`src/design/fidc_consts.vh`:
```
// Constants for the serial flash command controller
`ifndef FIDC_CONSTS_VH
`define FIDC_CONSTS_VH

// APB register offsets
`define FIDC_OFS_CTRL 8'h00
`define FIDC_OFS_ADDR 8'h04
`define FIDC_OFS_WDATA 8'h08
`define FIDC_OFS_RDATA 8'h0c
`define FIDC_OFS_STAT 8'h10
`define FIDC_OFS_AUX 8'h14

// Control register fields
`define FIDC_F_OP 7:0
`define FIDC_F_AB 10:8
`define FIDC_B_DUM 11
`define FIDC_F_WB 14:12
`define FIDC_F_RB 23:16
`define FIDC_B_PRE 24
`define FIDC_B_POLL 25

// Aux register fields
`define FIDC_F_PREOP 7:0
`define FIDC_F_POLLOP 15:8

// Status register bits
`define FIDC_B_BUSY 0
`define FIDC_B_WIP 1
`define FIDC_B_REF 2

// Limits and reset values
`define FIDC_AB_THREE 3'h3
`define FIDC_AB_FOUR 3'h4
`define FIDC_WB_MAX 3'h4
`define FIDC_RST_AUX 16'h0000

// Bit counts of frame phases
`define FIDC_OPC_BITS 12'h008
`define FIDC_DUMMY_BITS 12'h008
`define FIDC_POLL_RX 11'h008

// Device status byte bit positions
`define FIDC_DEV_WIP 0

// Timing in cycles of clk
`define FIDC_HALF 3'h4
`define FIDC_GAP 4'h8

`endif

```
`src/design/fidc_sync.v`:
```
// Two flip-flop synchroniser for one level
`timescale 1ns/1ps
module fidc_sync (
  // Clock and reset
  input wire clk,
  input wire arst_n,
  // Level in and synchronised level out
  input wire d,
  output reg q
);
  reg meta; // First stage, read only by q

  // Two stages, cleared to zero at reset
  always @(posedge clk or negedge arst_n) begin
    if (!arst_n) begin
      meta <= 1'b0;
      q <= 1'b0;
    end else begin
      meta <= d;
      q <= meta;
    end
  end
endmodule // fidc_sync

```
`src/design/fidc_top.v`:
```
// Host controller driving a serial NOR flash over single-line pins
//
// Local design decisions: the APB interface to the registers and the register offsets.
`timescale 1ns/1ps
`include "fidc_consts.vh"
module fidc_top (
  // Clock and reset
  input wire clk,
  input wire nrst,
  // APB slave
  input wire psel,
  input wire penable,
  input wire pwrite,
  input wire [7:0] paddr,
  input wire [31:0] pwdata,
  output reg pready,
  output reg [31:0] prdata,
  output reg pslverr,
  // Flash pins
  output reg flash_cs_n,
  output reg flash_sclk,
  output reg flash_mosi,
  input wire flash_miso
);
  // Frame sequencer states
  localparam S_IDLE = 3'h0;
  localparam S_LOAD = 3'h1;
  localparam S_LOW = 3'h2;
  localparam S_HIGH = 3'h3;
  localparam S_END = 3'h4;
  localparam S_GAP = 3'h5;

  // Frame kinds
  localparam K_PRE = 2'h0;
  localparam K_MAIN = 2'h1;
  localparam K_POLL = 2'h2;

  wire rst_n; // Synchronised reset
  wire miso_s; // Synchronised serial input

  // Command registers
  reg [7:0] cmd_op; // Opcode
  reg [2:0] cmd_ab; // Address bytes, 0, 3 or 4
  reg cmd_dum; // Eight dummy clocks
  reg [2:0] cmd_wb; // Write data bytes
  reg [7:0] cmd_rb; // Read data bytes
  reg cmd_pre; // Send prefix frame first
  reg cmd_poll; // Poll status afterwards
  reg [31:0] cmd_addr; // Address
  reg [31:0] cmd_wdata; // Write data, MSB first
  reg [15:0] aux; // Prefix and poll opcodes
  reg [31:0] rdata; // Last bytes read
  reg [7:0] poll_byte; // Last status byte polled
  reg refused; // Sticky: start refused
  reg busy; // Sequence running

  // Sequencer registers
  reg [2:0] state;
  reg [1:0] kind;
  reg [2:0] div; // Half period counter
  reg [3:0] gap; // Deselect time counter
  reg [71:0] sr; // Outgoing bits
  reg [11:0] left; // Bits left in frame
  reg [10:0] rx_total; // Read bits of frame

  // APB decode helpers
  wire acc = psel & penable & ~pready;
  wire wr_done = psel & penable & pready & pwrite;
  wire hit_ctrl = (paddr == `FIDC_OFS_CTRL);
  wire hit_stat = (paddr == `FIDC_OFS_STAT);

  // Validity of a new command word
  // A bad field or a running sequence refuses the start and sets refused
  wire [2:0] new_ab = pwdata[`FIDC_F_AB];
  wire [2:0] new_wb = pwdata[`FIDC_F_WB];
  wire ab_ok = (new_ab == 3'h0) | (new_ab == `FIDC_AB_THREE) |
               (new_ab == `FIDC_AB_FOUR);
  wire wb_ok = (new_wb <= `FIDC_WB_MAX);
  wire start_req = wr_done & hit_ctrl;
  wire start_ok = start_req & ~busy & ab_ok & wb_ok;

  // Main frame layout: address top aligned, data right behind it
  // Only the low cmd_ab bytes of cmd_addr go out, MSB first
  wire [5:0] a_shift = {(`FIDC_AB_FOUR - cmd_ab), 3'h0};
  wire [5:0] w_shift = {cmd_ab, 3'h0};
  wire [31:0] a_top = cmd_addr << a_shift;
  // Write bytes beyond cmd_wb are masked so dummy and read phases send zeros
  wire [5:0] wb_bits = {cmd_wb, 3'h0};
  wire [31:0] w_keep = cmd_wdata & ~(32'hffffffff >> wb_bits);
  wire [63:0] body = {a_top, 32'h0} | ({w_keep, 32'h0} >> w_shift);
  wire [11:0] main_bits = `FIDC_OPC_BITS + {6'h0, cmd_ab, 3'h0} +
                          {6'h0, cmd_wb, 3'h0} +
                          (cmd_dum ? `FIDC_DUMMY_BITS : 12'h000) +
                          {1'b0, cmd_rb, 3'h0};

  // Read phase holds the final rx_total bits of the frame
  // half_done marks the last cycle of a four cycle half period
  wire in_rx = ({1'b0, left} <= {2'h0, rx_total});
  wire half_done = (div == `FIDC_HALF - 3'h1);

  // Reset release and serial input crossing
  // The device drives miso from sclk, not clk, so it is synchronised
  fidc_sync u_rst (
    .clk(clk),
    .arst_n(nrst),
    .d(1'b1),
    .q(rst_n)
  );
  fidc_sync u_miso (
    .clk(clk),
    .arst_n(rst_n),
    .d(flash_miso),
    .q(miso_s)
  );

  // APB answer: one wait state, data and error registered
  // pready is high for one cycle, one cycle after the first access edge
  always @(posedge clk or negedge rst_n) begin
    if (!rst_n) begin
      pready <= 1'b0;
      prdata <= 32'h0;
      pslverr <= 1'b0;
    end else begin
      pready <= acc;
      if (acc) begin
        pslverr <= 1'b0;
        prdata <= 32'h0;
        if (paddr == `FIDC_OFS_CTRL) begin
          prdata <= {6'h0, cmd_poll, cmd_pre, cmd_rb, 1'b0, cmd_wb,
                     cmd_dum, cmd_ab, cmd_op};
        end else if (paddr == `FIDC_OFS_ADDR) begin
          prdata <= cmd_addr;
        end else if (paddr == `FIDC_OFS_WDATA) begin
          prdata <= cmd_wdata;
        end else if (paddr == `FIDC_OFS_RDATA) begin
          prdata <= rdata;
        end else if (paddr == `FIDC_OFS_STAT) begin
          prdata <= {21'h0, poll_byte, refused, poll_byte[`FIDC_DEV_WIP], busy};
        end else if (paddr == `FIDC_OFS_AUX) begin
          prdata <= {16'h0, aux};
        end else begin
          // Unmapped: error with zero data
          pslverr <= 1'b1;
        end
      end
    end
  end

  // Software-written registers
  // ADDR, WDATA and AUX are dropped silently while a sequence runs
  always @(posedge clk or negedge rst_n) begin
    if (!rst_n) begin
      cmd_op <= 8'h0;
      cmd_ab <= 3'h0;
      cmd_dum <= 1'b0;
      cmd_wb <= 3'h0;
      cmd_rb <= 8'h0;
      cmd_pre <= 1'b0;
      cmd_poll <= 1'b0;
      cmd_addr <= 32'h0;
      cmd_wdata <= 32'h0;
      aux <= `FIDC_RST_AUX;
      refused <= 1'b0;
    end else begin
      // Command word only taken while idle
      if (start_ok) begin
        cmd_op <= pwdata[`FIDC_F_OP];
        cmd_ab <= new_ab;
        cmd_dum <= pwdata[`FIDC_B_DUM];
        cmd_wb <= new_wb;
        cmd_rb <= pwdata[`FIDC_F_RB];
        cmd_pre <= pwdata[`FIDC_B_PRE];
        cmd_poll <= pwdata[`FIDC_B_POLL];
      end
      // Address, data and opcodes frozen during a sequence
      if (wr_done & ~busy & (paddr == `FIDC_OFS_ADDR)) begin
        cmd_addr <= pwdata;
      end
      if (wr_done & ~busy & (paddr == `FIDC_OFS_WDATA)) begin
        cmd_wdata <= pwdata;
      end
      if (wr_done & ~busy & (paddr == `FIDC_OFS_AUX)) begin
        aux <= pwdata[15:0];
      end
      // Refused flag: a new refusal wins over a clear
      if (start_req & ~start_ok) begin
        refused <= 1'b1;
      end else if (wr_done & hit_stat & pwdata[`FIDC_B_REF]) begin
        refused <= 1'b0;
      end
    end
  end

  // Frame sequencer and serial pins
  // Each bit is four cycles low then four high, clock idle low
  always @(posedge clk or negedge rst_n) begin
    if (!rst_n) begin
      state <= S_IDLE;
      kind <= K_MAIN;
      busy <= 1'b0;
      div <= 3'h0;
      gap <= 4'h0;
      sr <= 72'h0;
      left <= 12'h0;
      rx_total <= 11'h0;
      rdata <= 32'h0;
      poll_byte <= 8'h0;
      flash_cs_n <= 1'b1;
      flash_sclk <= 1'b0;
      flash_mosi <= 1'b0;
    end else begin
      case (state)
        S_IDLE: begin
          // Start: write enable frame first when asked
          // busy rises here so further CTRL writes are refused
          if (start_ok) begin
            busy <= 1'b1;
            kind <= pwdata[`FIDC_B_PRE] ? K_PRE : K_MAIN;
            state <= S_LOAD;
          end
        end
        S_LOAD: begin
          // Open frame with opcode MSB first
          // Chip select falls with clock low and bit 7 already on mosi
          div <= 3'h0;
          flash_cs_n <= 1'b0;
          flash_sclk <= 1'b0;
          state <= S_LOW;
          if (kind == K_PRE) begin
            sr <= {aux[`FIDC_F_PREOP], 64'h0};
            flash_mosi <= aux[7];
            left <= `FIDC_OPC_BITS;
            rx_total <= 11'h0;
          end else if (kind == K_POLL) begin
            sr <= {aux[`FIDC_F_POLLOP], 64'h0};
            flash_mosi <= aux[15];
            left <= `FIDC_OPC_BITS + {1'b0, `FIDC_POLL_RX};
            rx_total <= `FIDC_POLL_RX;
          end else begin
            // Exact bit count so the frame ends on its boundary
            sr <= {cmd_op, body};
            flash_mosi <= cmd_op[7];
            left <= main_bits;
            rx_total <= {cmd_rb, 3'h0};
          end
        end
        S_LOW: begin
          // Clock low half; rising edge samples device data
          // miso_s lags the pin by two cycles, well inside this half
          div <= div + 3'h1;
          if (half_done) begin
            div <= 3'h0;
            flash_sclk <= 1'b1;
            state <= S_HIGH;
            if (in_rx & (kind == K_POLL)) begin
              poll_byte <= {poll_byte[6:0], miso_s};
            end else if (in_rx) begin
              rdata <= {rdata[30:0], miso_s};
            end
          end
        end
        S_HIGH: begin
          // Falling edge moves to next outgoing bit
          // After the last bit mosi holds until deselect
          div <= div + 3'h1;
          if (half_done) begin
            div <= 3'h0;
            flash_sclk <= 1'b0;
            sr <= {sr[70:0], 1'b0};
            left <= left - 12'h001;
            if (left == 12'h001) begin
              state <= S_END;
            end else begin
              flash_mosi <= sr[70];
              state <= S_LOW;
            end
          end
        end
        S_END: begin
          // Deselect only with clock low
          // Last fall was half a period ago; close the frame now
          div <= div + 3'h1;
          if (half_done) begin
            div <= 3'h0;
            flash_cs_n <= 1'b1;
            flash_mosi <= 1'b0;
            gap <= 4'h0;
            state <= S_GAP;
          end
        end
        S_GAP: begin
          // Deselect time, then choose the next frame
          // Poll frames repeat while the polled byte reports a write
          gap <= gap + 4'h1;
          if (gap == `FIDC_GAP - 4'h1) begin
            if (kind == K_PRE) begin
              kind <= K_MAIN;
              state <= S_LOAD;
            end else if ((kind == K_MAIN) & cmd_poll) begin
              kind <= K_POLL;
              state <= S_LOAD;
            end else if ((kind == K_POLL) & poll_byte[`FIDC_DEV_WIP]) begin
              state <= S_LOAD;
            end else begin
              busy <= 1'b0;
              state <= S_IDLE;
            end
          end
        end
        // Unused state codes fall back to idle with the bus released
        default: begin
          state <= S_IDLE;
          busy <= 1'b0;
          flash_cs_n <= 1'b1;
        end
      endcase
    end
  end
endmodule // fidc_top

```
`config.mk`:
```
export PLATFORM = sky130hd
export DESIGN_NAME = fidc_top
export DESIGN_NICKNAME = d
export VERILOG_FILES = /design/src/design/fidc_sync.v /design/src/design/fidc_top.v
export VERILOG_INCLUDE_DIRS = /design/src /design/src/design
export SDC_FILE = /design/constraint.sdc
export NUM_CORES = 1
export LEC_CHECK = 0
export BUFFER_PORTS_ARGS = -buffer_cell sky130_fd_sc_hd__buf_2
export CORE_ASPECT_RATIO = 1.4
export CORE_UTILIZATION = 45
export CTS_CLUSTER_SIZE = 10
export DETAILED_ROUTE_END_ITERATION = 10
export HOLD_SLACK_MARGIN = 0.1
export PLACE_DENSITY = 0.6
export SLEW_MARGIN = 20
export SYNTH_ARGS = -nofsm -noshare
export SYNTH_HDL_FRONTEND = slang
export SYNTH_SLANG_ARGS = --single-unit
```
`constraint.sdc`:
```
create_clock -name clk -period 8.7 [get_ports clk]
set_input_delay 1.74 -clock clk [delete_from_list [all_inputs] [get_ports clk]]
set_output_delay 1.74 -clock clk [all_outputs]
set_load 0.05 [all_outputs]
```
== Word level (Yosys, flattened, before mapping) ==
Index checks and enable logic that the tools add are counted.
Word-level totals
  register bits after elaboration: 294
  latch bits: 0
  bits in writable memories: 0
  bits in read-only memories: 0
  input bits: 46
  output and inout bits: 37
  logic and storage cells: 184
  memories: 0
Operators by class
  add/subtract/negate cells: 8
  multiply operators: 0
  divide/modulo/power cells: 0
  order comparisons: 2
  equality and inequality tests: 27
  shift operators: 3
  muxes and demuxes: 60
  bitwise gates (word level): 29
  reductions and logical operators: 24
Operators by type and width (number)
  2-to-1 mux 71 bit: 3
  one-hot mux 71 bit (2 select lines): 1
  2-to-1 mux 32 bit: 4
  OR 64 bit: 1
  >> shifter 64 x 6 -> 64 bit: 1
  2-to-1 mux 12 bit: 3
  AND 32 bit: 1
  2-to-1 mux 16 bit: 2
  inverter 32 bit: 1
  left shift 32 x 6 -> 32 bit: 1
  >> shifter 32 x 6 -> 32 bit, first input constant: 1
  one-hot mux 12 bit (2 select lines): 1
  2-to-1 mux 1 bit: 23
  2-to-1 mux 11 bit: 2
  2-to-1 mux 3 bit: 7
  AND 1 bit: 18
  inequality test 2 bit, second input constant: 9
  one-hot mux 3 bit (6 select lines): 1
  equality test 8 x 4 -> 1 bit, second input constant: 2
  equality test 8 x 5 -> 1 bit, second input constant: 2
  adder 9 x 11 -> 12 bit: 1
  equality test 12 x 1 -> 1 bit, second input constant: 1
  equality test 3 x 2 -> 1 bit, second input constant: 4
  <= comparator 12 x 11 -> 1 bit: 1
  35 further kinds: 62

== Logic depth before layout (Yosys ltp) ==
Gate-level depths: netlist (run 1).
  depth in word-level cells: 10
  gate-level depth with buffers: 12
  depth with buffers taken out: 12

== Cells and area by module ==
A second synthesis (run 1) with hierarchy kept.
Second synthesis, totals
  cells, all modules: 1557
  area total of the unflattened synthesis: 15491.1 µm²
Modules (own cells, without submodules)
  fidc_top: times used 1, cells an instance 1553, area each 15391.0 µm², sequential area each 7184.4 µm²
  fidc_sync: times used 2, cells an instance 2, area each 50.0 µm², sequential area each 50.0 µm²

== Least setup slack after synthesis (run 1) ==
Ideal clock, no wire load.
  path kind: input -> register
  start point: in paddr[4]
  end point: reg cmd_wdata[27]
  library setup time: 127 ps
  arrival: 3310 ps
  data required time: 8573 ps
  slack: 5262 ps
  stages on the path: 6
  path buffers: 2
  cells stage by stage: or4_1 -> buf_2 -> nor3_4 -> nand4_4 -> buf_6 -> mux2_1
On the way
  longest elaborated chain between the ends: 2
RTL lines
  start: declaration: RTL line fidc_top.v:14  | input wire [7:0] paddr,
  equality test 8 x 4 -> 1 bit (no line)
  AND 1 bit: RTL line fidc_top.v:179  | if (wr_done & ~busy & (paddr == `FIDC_OFS_WDATA)) begin
  end signal: assignment: RTL line fidc_top.v:180  | cmd_wdata <= pwdata;
  end: declaration: RTL line fidc_top.v:50  | reg [31:0] cmd_wdata;
No other way between the ends.
A chain may end at the register's enable or synchronous reset.

== Final worst setup path (run 1) ==
  start point: in paddr[4]
  end point: reg cmd_addr[20]
On the way
  longest elaborated chain between the ends: 2
RTL lines
  equality test 8 x 3 -> 1 bit (no line)
  AND 1 bit: RTL line fidc_top.v:176  | if (wr_done & ~busy & (paddr == `FIDC_OFS_ADDR)) begin
  end signal: assignment: RTL line fidc_top.v:177  | cmd_addr <= pwdata;
  end: declaration: RTL line fidc_top.v:49  | reg [31:0] cmd_addr;
No other way between the ends.

==> flow_summary.yaml, run 1 <==
die:
  start_util_pct: 45.7
  die_area_mm2: 0.0362
  coreArea_mm2: 0.0349
  fp.dieH_um: 225
  rows: 81
  die_w_um: 161
  ioPinCount: 83
drt:
  vias: 12900
  wl_per_cell_um: 23.9
  drt-vias-per-instance: 6.26
  wirelength_um: 49200
  drc: 0
  drtIter0Drc: 751
  firstDrtPassIters: 5
  ant_nets: 0
synth:
  ys.flop_type: "dfrtp_1"
  synth_nets: 1660
  synth-compound-area-share_pct: 19.9
  yosys.area_share.simple_pct: 13.1
  synth-seq-cells: 291
  synthCells: 1582
  synth_mux_area_share_pct: 14.0
  yosysSeqAreaShare_pct: 45.7
  synthXorXnorAreaFrac_pct: 0.330
  yosys.area.top_type_share_pct: 45.4
  yosysUniqueCellTypes: 72
  syn-cell-area_mm2: 0.0159
  synthArstFlopShare_pct: 100
  synth_top_family_by_area: "compound AO/OA/AOI/OAI gates"
  synthTopCellsByArea: "dfrtp_1, mux2_2, a21oi_1"
  synth_top_area_cell: "dfrtp_1"
  synth_adder_area_share_pct: 2.66
  synth-edff-count: 0
  avgSynthCellArea_um2: 10.1
  ys.warnings.count: 0
clock_tree:
  clkSinkCount: 291
  clk_pin_slew_ns: 0.05
  clk_latency_ns: 0.52
  cts_tree: "yes"
  cts_resized: 0
  ctsHoldBuffers: 0
  cts_buffer_depth: 3
  postCtsSetupRepairBufs: 0
  numCtsBuffers: 35
  h-tree-depth: 2
  cts-root-buf: "clkbuf_16"
finish:
  layout.nets: 1675
  areaGrowthSynthToFinish_pct: 10.3
  final_common_cell: "dfrtp_1"
  antennaDiodeCount: 0
  fin_util_pct: 50.4
  drive_above_1_share_pct: 19.9
  stdcell_count: 2064
  layout_common_cells: "dfrtp_1, mux2_2, nor2_1"
  stdcell_area_mm2: 0.0176
critical_path:
  cp_cell_sequence: "buf_2, nor4_2, nand2_1, nor2_2, buf_4, mux2_2"
  cp.required_ns: 9.09
  setup.worst_path.start_class: "input pin"
  crit_arrival_ns: 5.01
  crit_path_end_kind: "flop"
  critPathMaxFanout: 22
  cpPeakStageDelay_ns: 0.77
  cp.buffers_inverters: 2
  cpMaxStageDelayCell: "nor4_2"
  critPathKind: "in -> reg"
  path_delay_family: "simple AND/OR/NAND/NOR gates"
global_route:
  grt_max_degree: 179
  grt_pass1_wl_um: 76100
  antenna_found_initial: 0
  overflow: 0
  grt_pass1_vias: 12500
  grt_usage_pct: 27.5
status:
  outcome: "finished, final reports clean"
placed_design:
  placed_cell_area_mm2: 0.0166
  place_inst: 2016
  globalplace.congestion: 0.945
  place_hpwl_um: 35100
  portBuffers: 82
worst_hold_path:
  hold_class: "reg -> async"
pwr:
  leakage_nw: 7.98
  peakVddDrop_v: 0.000155
  power_density_mw_per_mm2: 226
  total_power_mw: 3.97
timing:
  fin_crit_ns: 4.62
  post-route-period-util_pct: 53.1
  relSlewSlack_pct: 31.8
  tns_ns: 0
  slew_viol_final: 0
  clock_skew_ns: 0.0150
  fmax_mhz: 217
  hold_viol: 0
  max_slew.worst_pin.slew_ns: 1.02
  setup_viol: 0
  grt_setup_unrepaired: "no"
run:
  drv_cap: 0
## final timing paths
kind / start / to / slack (ns) / depth (start not counted)
max: paddr[4] / cmd_addr[20]$_DFFE_PN0P_ / 4.08 / 6
min: u_rst.q$_DFF_PN0_ / prdata[30]$_DFFE_PN0P_ / 0.27 / 0
max reg2reg: state[1]$_DFFE_PN0P_ / sr[9]$_DFFE_PN0P_ / 5.11 / 5
min reg2reg: u_rst.q$_DFF_PN0_ / prdata[30]$_DFFE_PN0P_ / 0.27 / 0
max in group asynchronous: u_rst.q$_DFF_PN0_ / poll_byte[6]$_DFFE_PN0P_ / 7.08 / 1
min in group clk: u_miso.meta$_DFF_PN0_ / u_miso.q$_DFF_PN0_ / 0.34 / 0
## area by class of cell
| class | count | area (um2) |
|---|---|---|
| Clock buffer | 47 | 973 |
| Clock inverter | 1 | 5.00 |
| Fill cell | 3326 | 17300 |
| Inverter | 30 | 113 |
| Multi-Input combinational cell | 1135 | 8010 |
| Sequential cell | 291 | 7290 |
| Tap cell | 456 | 571 |
| Timing Repair Buffer | 104 | 592 |
## Yosys cell counts (all sizes together) (28+ instances only)
library cell and count:
mux2i 32, buf 33, nor3 31, dfrtp 289
mux2 154, a32oi 33, inv 28, o21ai 90
clkbuf 93, nor2 139, nand2 117, o22ai 34
ha 29, a21oi 107
## worst register-to-register path, stage by stage, from the launching register on
cell and delay [ns]:
dfrtp_1 0.97, nand3b_1 0.92, and2_1 0.50, nand2_1 0.53
nor3_2 0.23, a211o_1 0.33
## where the power goes
group / internal, mW / switching, mW / leakage, nW
combinational: 0.343 / 0.586 / 3.68
sequential: 1.56 / 0.170 / 3.82
clock: 0.770 / 0.545 / 0.478
## sequential cells by signal (all words and copies together) (netlist names), 2 cells and up
register / cells
cmd_ab: 3
cmd_op: 8
rdata: 32
left: 12
aux: 16
div: 3
cmd_rb: 8
prdata: 32
cmd_wb: 3
kind: 2
rx_total: 8
sr: 71
cmd_wdata: 32
gap: 4
state: 3
poll_byte: 8
cmd_addr: 32
## kinds of logic after synthesis
family | Yosys count
buffers and inverters | 156
AO/OA/AOI/OAI | 473
XOR/XNOR | 6
flip-flops | 291
AND/OR/NAND/NOR | 429
adder cells (fa/ha/maj) | 32
other | 1
multiplexers | 194
## metrics by stage
stage / hold slack (ns) / setup WS, ns
3_3_place_gp: 0.280 / 3.68
3_5_place_dp: 0.285 / 3.64
4_1_cts: 0.289 / 4.17
2_1_floorplan: 0.331 / 3.94
5_1_grt: 0.322 / 3.86
6_report: 0.269 / 4.08
## metal layers
| metal | share of wire [%] | global-route usage [%] | vias up |
|---|---|---|---|
| met5 | 0 | 0 | - |
| met4 | 5.1 | 14.0 | 0 |
| met3 | 5.2 | 3.54 | 117 |
| met2 | 48 | 44.6 | 443 |
| met1 | 42 | 36.1 | 6453 |
| li1 | - | - | 5903 |
Note: power is estimated with default switching activity, not from simulation.
==> run 2, diff against run 1 <==
- PLACE_DENSITY: 0.6 -> 0.58
- clock period: 8.7 -> 4.73 ns (I/O delays scaled with it)
==> run 2 against run 1 <==
Net effect:
- final area grew 0.33%
- die area is the same
- flip-flop and latch count is the same
==> flow_summary.yaml, run 2 (synthesized netlist as in run 1, its figures left out) <==
status:
  outcome: "finished, final reports clean"
finish:
  fillers: 3302
  regArea_mm2: 0.00729
  layout_common_cells: "dfrtp_1, mux2_2, nor2_1"
  drive_above_1_share_pct: 20.3
  areaGrowthSynthToFinish_pct: 10.6
  final_common_cell: "dfrtp_1"
  multiInputGateArea_mm2: 0.00801
  top_register: "sr"
  largest_reg_flops: 71
  fin_util_pct: 50.5
  stdcell_count: 2071
  layout.nets: 1683
die:
  ioPinCount: 83
  rows: 81
  start_util_pct: 45.7
  die_area_mm2: 0.0362
  fp.dieH_um: 225
  die_w_um: 161
  coreArea_mm2: 0.0349
clock_tree:
  clkSinkCount: 291
  h-tree-depth: 2
  ctsHoldBuffers: 0
  postCtsSetupRepairBufs: 0
  clk_latency_ns: 0.53
  cts_resized: 0
  clk_pin_slew_ns: 0.05
  numCtsBuffers: 35
  cts_buffer_depth: 3
  cts_tree: "yes"
  cts-root-buf: "clkbuf_16"
placed_design:
  place_inst: 2024
  place_hpwl_um: 35700
  globalplace.congestion: 0.914
  portBuffers: 82
global_route:
  antenna_found_initial: 1
  grt_max_degree: 145
  use_met2_pct: 45.7
  grt_use_met1_pct: 36.8
  use_met3_pct: 3.32
  overflow: 0
  grt_usage_pct: 27.7
  grt_pass1_wl_um: 76400
  gr-max-usage-layer: "met2"
  grt_pass1_vias: 12500
pwr:
  power_density_mw_per_mm2: 416
  leakage_nw: 8.01
  peakVddDrop_v: 0.000321
  total_power_mw: 7.32
timing:
  fin_crit_ns: 3.33
  tns_ns: 0
  slew_viol_final: 0
  whs_ns: 0.193
  setup_viol: 0
  post-route-period-util_pct: 70.4
  grt_setup_unrepaired: "no"
  clock_skew_ns: 0.0162
  max_slew.worst_pin.slew_ns: 0.913
  fmax_mhz: 300
  hold_viol: 0
  relSlewSlack_pct: 39.1
critical_path:
  critPathMaxFanout: 16
  cpMaxStageDelayCell: "dfrtp_1"
  cpPeakStageDelay_ns: 0.81
  setup.worst_path.start_class: "flop"
  critPathKind: "reg -> reg"
  cp_cell_sequence: "fa_1, ha_1, ha_1, fa_1, a21o_1, a21oi_1, xnor2_1, a21oi_1, o22ai_1"
  cp.buffers_inverters: 0
  path_delay_family: "adder cells"
  crit_path_end_kind: "flop"
  cp.required_ns: 5.16
  crit_arrival_ns: 3.76
  rrSetupSlack_ns: 1.40
drt:
  firstDrtPassIters: 7
  wl_per_cell_um: 23.7
  vias: 12900
  drc: 0
  drtIter0Drc: 972
  ant_nets: 0
  drt-vias-per-instance: 6.23
  wirelength_um: 49200
worst_hold_path:
  hold_class: "in -> async"
run:
  drv_cap: 0
run 2: worst paths after layout:
path                                  startpoint               endpoint  cells after the start
min reg2reg                    u_rst.q$_DFF_PN0_  rdata[22]$_DFFE_PN0P_                      0
max in group asynchronous      u_rst.q$_DFF_PN0_     sr[68]$_DFFE_PN0P_                      1
min                                         nrst      u_rst.q$_DFF_PN0_                      1
min in group clk           u_miso.meta$_DFF_PN0_     u_miso.q$_DFF_PN0_                      0
max reg2reg                cmd_wb[2]$_DFFE_PN0P_    left[8]$_DFFE_PN0P_                      9
max                        cmd_wb[2]$_DFFE_PN0P_    left[8]$_DFFE_PN0P_                      9
run 2: per-stage QoR:
step | setup slack [ns] | area (um2)
6_report | 1.40 | 17600
5_1_grt | 1.29 | 17600
4_1_cts | 1.43 | 17600
3_5_place_dp | 1.09 | 16600
3_3_place_gp | 1.14 | 16600
2_1_floorplan | 1.69 | 15900
run 2: area by class of cell:
cell class	count	share of cell area, %
diodes	1	0.0142
clock buffers	45	5.43
clock inverters	1	0.0497
inverters	30	0.639
multi-input cells	1135	45.5
flip-flops and latches	291	41.4
well taps	456	3.24
repair buffers	112	3.75
run 2: report_power, final:
part | internal (mW) | switching [mW]
registers | 2.87 | 0.308
logic | 0.652 | 1.08
clock network | 1.40 | 1.01
total | 4.92 | 2.40
run 2: routing by layer:
layer  part of all wire [%]  wire [um]
met1                     42      20700
met2                     49      24000
met3                    5.2       2540
met4                    3.9       1900
met5                      0          0
